==> config.mk <==
export PLATFORM = sky130hd
export DESIGN_NAME = br1_hdr_regs
export DESIGN_NICKNAME = d
export VERILOG_FILES = /design/src/br1_pkg.sv /design/src/br1_hdr_regs.sv
export SDC_FILE = /design/constraint.sdc
export NUM_CORES = 1
export LEC_CHECK = 0
export BUFFER_PORTS_ARGS = -buffer_cell sky130_fd_sc_hd__buf_2
export CORE_MARGIN = 2
export CORE_UTILIZATION = 52
export CTS_CLUSTER_DIAMETER = 30
export DETAILED_ROUTE_END_ITERATION = 16
export PLACE_DENSITY = 0.87
export SYNTH_ARGS = -nofsm -noshare
export SYNTH_HDL_FRONTEND = slang
export SYNTH_SLANG_ARGS = --single-unit
==> constraint.sdc <==
create_clock -name clk_sys_i -period 2.85 [get_ports clk_sys_i]
set_input_delay 0.1425 -clock clk_sys_i [delete_from_list [all_inputs] [get_ports clk_sys_i]]
set_output_delay 0.1425 -clock clk_sys_i [all_outputs]
set_load 0.005 [all_outputs]
==> src/br1_pkg.sv <==
// Purpose: Shared constants and types for the bridge header register window
// Assumes: Register indices are word indices; byte address is index times four
// Notes: The header range from the primary latency timer to downstream status, plus the lock word at index 0x3F
package br1_pkg;
	localparam int unsigned IDX_W = 6;
	localparam int unsigned DATA_W = 32;
	// Register indices, byte address = index * 4
	localparam logic [IDX_W-1:0] IDX_PLT = 6'h0D;
	localparam logic [IDX_W-1:0] IDX_HDR = 6'h0E;
	localparam logic [IDX_W-1:0] IDX_SELFTEST = 6'h0F;
	localparam logic [IDX_W-1:0] IDX_BASE0 = 6'h10;
	localparam logic [IDX_W-1:0] IDX_BASE1 = 6'h14;
	localparam logic [IDX_W-1:0] IDX_UPBUS = 6'h18;
	localparam logic [IDX_W-1:0] IDX_DNBUS = 6'h19;
	localparam logic [IDX_W-1:0] IDX_HIBUS = 6'h1A;
	localparam logic [IDX_W-1:0] IDX_DLT = 6'h1B;
	localparam logic [IDX_W-1:0] IDX_IOLO = 6'h1C;
	localparam logic [IDX_W-1:0] IDX_IOHI = 6'h1D;
	localparam logic [IDX_W-1:0] IDX_DSTAT = 6'h1E;
	localparam logic [IDX_W-1:0] IDX_LOCK = 6'h3F;
	// Field positions
	localparam int unsigned IO_WIDTH_BIT = 0;
	localparam int unsigned IO_ADDR_LSB = 4;
	localparam int unsigned LOCK_BIT = 0;
	// Reset and constant values
	localparam logic [7:0] VAL_HDR = 8'h01;
	localparam logic [7:0] RST_BUS = 8'h00;
	localparam logic [3:0] RST_IO_BASE = 4'hF;
	localparam logic [3:0] RST_IO_LIMIT = 4'h0;
	localparam logic RST_IO_W32 = 1'b1;
	localparam logic RST_LOCK = 1'b0;
	localparam logic [11:0] IO_LIMIT_LOW = 12'hFFF;
	localparam logic [11:0] IO_BASE_LOW = 12'h000;
	// AXI responses
	localparam logic [1:0] RESP_OKAY = 2'h0;
	localparam logic [1:0] RESP_SLVERR = 2'h2;

	typedef struct packed {
		logic [7:0] up_bus;
		logic [7:0] dn_bus;
		logic [7:0] hi_bus;
		logic [3:0] io_base;
		logic [3:0] io_limit;
		logic io_w32;
		logic lock;
	} br1_cfg_t;

	typedef struct packed {
		logic [3:0] base;
		logic [3:0] limit;
		logic w32;
	} br1_iowin_t;

	typedef struct packed {
		br1_cfg_t cfg;
		logic aw_rdy;
		logic w_rdy;
		logic aw_hold;
		logic w_hold;
		logic [IDX_W-1:0] wr_idx;
		logic [DATA_W-1:0] wr_data;
		logic [3:0] wr_strb;
		logic bvalid;
		logic [1:0] bresp;
		logic ar_rdy;
		logic rvalid;
		logic [IDX_W-1:0] rd_idx;
		logic [DATA_W-1:0] rdata;
		logic [1:0] rresp;
		logic fwd_hit;
	} br1_state_t;
endpackage
==> src/br1_hdr_regs.sv <==
// Purpose: Bridge header registers (timers, header type, bus numbers, I/O window) on AXI4-Lite
// Assumes: AXI4-Lite master on clk_sys_i; io_addr_i comes from logic on the same clock
// Notes: Upper 16 I/O address bits are not implemented here, so the window covers 64K only
// One write and one read at a time; readies stay low until the answer is taken
// Lock word gates the width flag only; the base field is still written while locked
// Unmapped words answer SLVERR with zero data, so probing software sees a clean error
`timescale 1ns/100ps
module br1_hdr_regs
	import br1_pkg::*;
#(
	parameter int unsigned AW = 8
) (
	input wire logic clk_sys_i,
	input wire logic rst_i,
	input wire logic [AW-1:0] s_axi_awaddr_i,
	input wire logic s_axi_awvalid_i,
	output logic s_axi_awready_o,
	input wire logic [DATA_W-1:0] s_axi_wdata_i,
	input wire logic [3:0] s_axi_wstrb_i,
	input wire logic s_axi_wvalid_i,
	output logic s_axi_wready_o,
	output logic [1:0] s_axi_bresp_o,
	output logic s_axi_bvalid_o,
	input wire logic s_axi_bready_i,
	input wire logic [AW-1:0] s_axi_araddr_i,
	input wire logic s_axi_arvalid_i,
	output logic s_axi_arready_o,
	output logic [DATA_W-1:0] s_axi_rdata_o,
	output logic [1:0] s_axi_rresp_o,
	output logic s_axi_rvalid_o,
	input wire logic s_axi_rready_i,
	input wire logic [31:0] io_addr_i,
	output br1_iowin_t io_win_o,
	output logic [7:0] up_bus_o,
	output logic [7:0] dn_bus_o,
	output logic [7:0] hi_bus_o,
	output logic io_fwd_hit_o
);

	localparam br1_cfg_t CFG_RST = '{
		up_bus: RST_BUS,
		dn_bus: RST_BUS,
		hi_bus: RST_BUS,
		io_base: RST_IO_BASE,
		io_limit: RST_IO_LIMIT,
		io_w32: RST_IO_W32,
		lock: RST_LOCK
	};

	br1_state_t s_q;
	br1_state_t s_d;

	function automatic logic [IDX_W-1:0] addr_idx(input logic [AW-1:0] a);
		addr_idx = a[IDX_W+1:2];
	endfunction

	function automatic logic idx_mapped(input logic [IDX_W-1:0] idx);
		case (idx)
			IDX_PLT, IDX_HDR, IDX_SELFTEST, IDX_BASE0, IDX_BASE1, IDX_UPBUS, IDX_DNBUS,
			IDX_HIBUS, IDX_DLT, IDX_IOLO, IDX_IOHI, IDX_DSTAT, IDX_LOCK: idx_mapped = 1'b1;
			default: idx_mapped = 1'b0;
		endcase
	endfunction

	// Constant registers other than the header type fall to the zero default
	function automatic logic [DATA_W-1:0] read_word(input br1_cfg_t c, input logic [IDX_W-1:0] idx);
		logic [DATA_W-1:0] w;
		w = '0;
		case (idx)
			IDX_HDR: w[7:0] = VAL_HDR;
			IDX_UPBUS: w[7:0] = c.up_bus;
			IDX_DNBUS: w[7:0] = c.dn_bus;
			IDX_HIBUS: w[7:0] = c.hi_bus;
			IDX_IOLO: begin
				w[IO_ADDR_LSB +: 4] = c.io_base;
				w[IO_WIDTH_BIT] = c.io_w32;
			end
			IDX_IOHI: begin
				w[IO_ADDR_LSB +: 4] = c.io_limit;
				w[IO_WIDTH_BIT] = c.io_w32;
			end
			IDX_LOCK: w[LOCK_BIT] = c.lock;
			default: w = '0;
		endcase
		read_word = w;
	endfunction

	// Base is 4KB aligned, limit extends through 0xFFF
	function automatic logic win_hit(input br1_cfg_t c, input logic [31:0] a);
		logic [31:0] lo;
		logic [31:0] hi;
		lo = {16'h0000, c.io_base, IO_BASE_LOW};
		hi = {16'h0000, c.io_limit, IO_LIMIT_LOW};
		win_hit = (a >= lo) && (a <= hi);
	endfunction

	logic wr_fire;
	assign wr_fire = s_q.aw_hold && s_q.w_hold && !s_q.bvalid;

	always_comb begin
		s_d = s_q;
		// Address and data are taken independently, in either order
		if (s_q.aw_rdy && s_axi_awvalid_i) begin
			s_d.aw_hold = 1'b1;
			s_d.wr_idx = addr_idx(s_axi_awaddr_i);
		end
		if (s_q.w_rdy && s_axi_wvalid_i) begin
			s_d.w_hold = 1'b1;
			s_d.wr_data = s_axi_wdata_i;
			s_d.wr_strb = s_axi_wstrb_i;
		end
		if (wr_fire) begin
			s_d.aw_hold = 1'b0;
			s_d.w_hold = 1'b0;
			s_d.bvalid = 1'b1;
			s_d.bresp = idx_mapped(s_q.wr_idx) ? RESP_OKAY : RESP_SLVERR;
			// All stored fields live in byte lane 0
			if (s_q.wr_strb[0]) begin
				case (s_q.wr_idx)
					IDX_UPBUS: s_d.cfg.up_bus = s_q.wr_data[7:0];
					IDX_DNBUS: s_d.cfg.dn_bus = s_q.wr_data[7:0];
					IDX_HIBUS: s_d.cfg.hi_bus = s_q.wr_data[7:0];
					IDX_IOLO: begin
						s_d.cfg.io_base = s_q.wr_data[IO_ADDR_LSB +: 4];
						if (!s_q.cfg.lock) begin
							s_d.cfg.io_w32 = s_q.wr_data[IO_WIDTH_BIT];
						end
					end
					IDX_IOHI: s_d.cfg.io_limit = s_q.wr_data[IO_ADDR_LSB +: 4];
					IDX_LOCK: s_d.cfg.lock = s_q.wr_data[LOCK_BIT];
					default: s_d.cfg = s_q.cfg;
				endcase
			end
		end
		if (s_q.bvalid && s_axi_bready_i) begin
			s_d.bvalid = 1'b0;
		end
		// One write outstanding; ready drops until the response is taken
		s_d.aw_rdy = !s_d.aw_hold && !s_d.bvalid;
		s_d.w_rdy = !s_d.w_hold && !s_d.bvalid;
		if (s_q.ar_rdy && s_axi_arvalid_i) begin
			s_d.rvalid = 1'b1;
			s_d.rd_idx = addr_idx(s_axi_araddr_i);
			s_d.rdata = read_word(s_q.cfg, addr_idx(s_axi_araddr_i));
			s_d.rresp = idx_mapped(addr_idx(s_axi_araddr_i)) ? RESP_OKAY : RESP_SLVERR;
		end
		if (s_q.rvalid && s_axi_rready_i) begin
			s_d.rvalid = 1'b0;
		end
		s_d.ar_rdy = !s_d.rvalid;
		s_d.fwd_hit = win_hit(s_q.cfg, io_addr_i);
	end

	always_ff @(posedge clk_sys_i or posedge rst_i) begin
		if (rst_i) begin
			s_q <= '{
				cfg: CFG_RST,
				aw_rdy: 1'b0,
				w_rdy: 1'b0,
				aw_hold: 1'b0,
				w_hold: 1'b0,
				wr_idx: '0,
				wr_data: '0,
				wr_strb: '0,
				bvalid: 1'b0,
				bresp: RESP_OKAY,
				ar_rdy: 1'b0,
				rvalid: 1'b0,
				rd_idx: '0,
				rdata: '0,
				rresp: RESP_OKAY,
				fwd_hit: 1'b0
			};
		end else begin
			s_q <= s_d;
		end
	end

	assign s_axi_awready_o = s_q.aw_rdy;
	assign s_axi_wready_o = s_q.w_rdy;
	assign s_axi_bvalid_o = s_q.bvalid;
	assign s_axi_bresp_o = s_q.bresp;
	assign s_axi_arready_o = s_q.ar_rdy;
	assign s_axi_rvalid_o = s_q.rvalid;
	assign s_axi_rdata_o = s_q.rdata;
	assign s_axi_rresp_o = s_q.rresp;
	assign io_win_o.base = s_q.cfg.io_base;
	assign io_win_o.limit = s_q.cfg.io_limit;
	assign io_win_o.w32 = s_q.cfg.io_w32;
	assign up_bus_o = s_q.cfg.up_bus;
	assign dn_bus_o = s_q.cfg.dn_bus;
	assign hi_bus_o = s_q.cfg.hi_bus;
	assign io_fwd_hit_o = s_q.fwd_hit;

	// Byte-lane-0 write to a given index, seen one cycle later
	logic wr_lane0;
	assign wr_lane0 = wr_fire && s_q.wr_strb[0];
endmodule // br1_hdr_regs

==> results.md <==
- # clock sinks: 67
- Clk_lat worst skew: 340 ps
- Antenna-violating nets left: 0
- Count leader, synth: buf_4
- Met1 wire length: 3330 microns
- Number of buffers created by CTS: 9
- Min-Delay Path Class: input pin to register
- Int Power: 2.10 mW
- Die X: 89.2 microns
- Period utilization: 0.733
- Syn. warnings: 0
- Met2 Wirelength: 3960 microns
- Avg WL per Cell: 15.2 microns
- Slew margin rel.: 0.452
- Status: finished clean
- Nets: 518
- Number of max-cap violations: 0
- Worst VDD drop: 535 uV
- Maximum clock path buffer count: 2
- Top cells by area, synth: dfrtp_1 41%, mux2_2 14%, buf_4 14%, dfstp_2 3.5%, nand2_1 2.7%
- Clk pin slew, worst setup/hold paths: 70 ps
- IO buf count: 108
- Largest net degree at the start of global routing: 34
- Critical Path RT: 3070 ps
- CP max FO: 8
- Final Setup Violations: 0
- Drt first-iter violations: 103
- Top FF cell, synth: dfrtp_1
- Final antenna diode count: 0
- Sequential share of the synthesized area: 0.446
- Die ar.: 7960 sq um
- CORE AREA: 7140 sq um
- Number of synthesized flops with an enable pin: 0
- TritonCTS clock tree: yes
- Highest routed layer: met4
- Fmax achieved: 479 MHz
- Synth cell types: 41
- Worst Max-Slew Pin Slew: 816 ps
- Gate power share: 0.252
- GRT Overall Usage: 0.209
- Share of layout cells above drive strength 1: 0.430
- Cell Area, Synth: 3770 sq um
- Post-synth ARST share: 1.00
- Total power: 3.07 mW
- Initial Util: 0.529
- Initial antenna violation count: 0
- Cell Pwr Density: 728 nW/um^2
- Clock root buffer: clkbuf_8
- Routed length on met3: 501 microns
- Switching portion of total power: 0.316
- Synth Register Bits: 67
- Synth top area share: 0.411
- Vias per cell: 5.18
- Final hold vios: 0
- DPL Wire Length: 6000 microns
- Setup TNS: 0 ps
- Final min period: 2090 ps
- Critical path startpoint category: register
- Row Count: 31
- RSZ-0062 raised after global routing: no
- Clk_skew: 10.2 ps
- Pins Over Slew Limit: 0
- Setup CP Type: register to register
- Post-synth top area cell: dfrtp_1
- Total gr overflow: 0
- Final RePlAce weighted congestion: 0.863
- CP endpoint kind: register
- Commonest cells post-synth: 69 x buf_4, 62 x dfrtp_1, 48 x mux2_2
- Htree depth: 3
- Sw power: 970 uW
- Leakage: 2.14 nW
- Area Overhead vs Synth: 11.6%
- DRC violations left: 0
- Flop pwr share: 0.494
- Crit path DAT: 2310 ps
- Clock Power Share: 0.254
- First-pass GRT wire length: 12500 microns
- I/O pins: 166
- Vias: 2703
- Average size of a mapped cell: 10.8 sq um
- Number of global-route vias before repair: 2591
- Die H: 89.2 microns
- Final WL: 7950 microns
- DR pass1 iterations: 4
- Syn Inst Count: 350
-- final timing paths --
path                                         from                to  slack (ps)  cells after the start
worst max-delay path               s_axi_bvalid_o       dn_bus_o[2]         760                      4
worst min register to register   s_axi_rdata_o[4]  s_axi_rdata_o[4]         460                      2
min in group asynchronous                   rst_i           s_q[87]         290                      3
worst max register to register     s_axi_bvalid_o       dn_bus_o[2]         760                      4
worst min-delay path            s_axi_awaddr_i[6]           s_q[86]          40                      2
max in group asynchronous                   rst_i       io_win_o[8]        1810                      4
-- state kept, by name, indices dropped and copies added, names as in the netlist --
register         flops
s_axi_rresp_o        1
dn_bus_o             8
s_axi_awready_o      1
s_q                 18
s_axi_arready_o      1
up_bus_o             8
s_axi_bvalid_o       1
hi_bus_o             8
s_axi_rvalid_o       1
io_fwd_hit_o         1
s_axi_wready_o       1
s_axi_bresp_o        1
io_win_o             9
s_axi_rdata_o        8
-- critical path, stage by stage, from the launching register on --
cell and delay, ps:
dfrtp_1 400, nand4b_2 260, or3_4 440, nor3b_4 470, mux2_2 400
-- power by group through the flow --
stage          Combinational, mW  Sequential, mW  Clock (mW)
3_5_place_dp               0.773            1.53           0
2_1_floorplan              0.730            1.40           0
4_1_cts                    0.781            1.51       0.798
6_report                   0.773            1.51       0.779
3_3_place_gp               0.737            1.51           0
5_1_grt                    0.867            1.56       0.841
-- layer usage --
layer  track usage  vias to the layer above
li1              -                     1285
met3        0.0628                       16
met4        0.0855                        0
met2         0.343                      100
met1         0.258                     1302
met5             0                        -
-- cell usage in the layout (no fill, tap or decap), types with 4 or more instances in the layout --
master / synthesis / final
a21oi_1: 7 / 7
buf_2: 1 / 108
clkbuf_8: 0 / 11
conb_1: 1 / 26
dfrtp_1: 62 / 62
dfstp_2: 5 / 5
ha_1: 8 / 8
inv_1: 14 / 13
mux2_2: 48 / 48
mux2i_1: 8 / 8
nand2_1: 27 / 27
nand3_1: 4 / 4
nand3b_1: 5 / 5
nand4_1: 8 / 8
nor2_1: 8 / 8
nor2b_1: 4 / 4
nor3_1: 5 / 5
nor4_1: 7 / 7
o21ai_0: 13 / 13
o31ai_1: 4 / 4
-- area by class of cell --
cell class / count / area (sq um)
repair buffers: 113 / 586
well taps: 99 / 124
clock buffers: 13 / 159
flip-flops and latches: 67 / 1680
clock inverters: 2 / 35.0
fillers: 621 / 2930
multi-input cells: 214 / 1570
inverters: 14 / 52.6
-- what timing repair did --
| item | 4_1_cts | 5_1_grt |
|---|---|---|
| endpoints found under the hold margin | 14 | 0 |
| setup buffers | 0 | 0 |
| resized for setup | 0 | 0 |
| hold buffers | 3 | 0 |
-- metrics by stage --
| step | area (sq um) | hold slack [ps] | instances | util | setup WS (ps) |
|---|---|---|---|---|---|
| after CTS | 4210 | 21.3 | 522 | 0.590 | 744 |
| after global placement | 3990 | 91.7 | 504 | 0.559 | 791 |
| after global routing | 4210 | 35.3 | 522 | 0.590 | 631 |
| after detailed placement | 3990 | 98.3 | 504 | 0.559 | 755 |
| final | 4210 | 35.8 | 522 | 0.590 | 761 |
| after floorplan | 3870 | 236 | 375 | - | 951 |
-- cells by family (layout without fill, tap and decap cells) --
| family | after synthesis | count (layout) | share of synthesized area |
|---|---|---|---|
| compound gates | 45 | 45 | 0.0805 |
| buf+inv | 94 | 142 | 0.162 |
| mux | 56 | 56 | 0.164 |
| flops | 67 | 67 | 0.446 |
| other cells | 1 | 26 | 0.000993 |
| simple gates | 79 | 79 | 0.119 |
| fa+ha+maj | 8 | 8 | 0.0265 |
No activity file was read; power rests on OpenSTA's default activity.
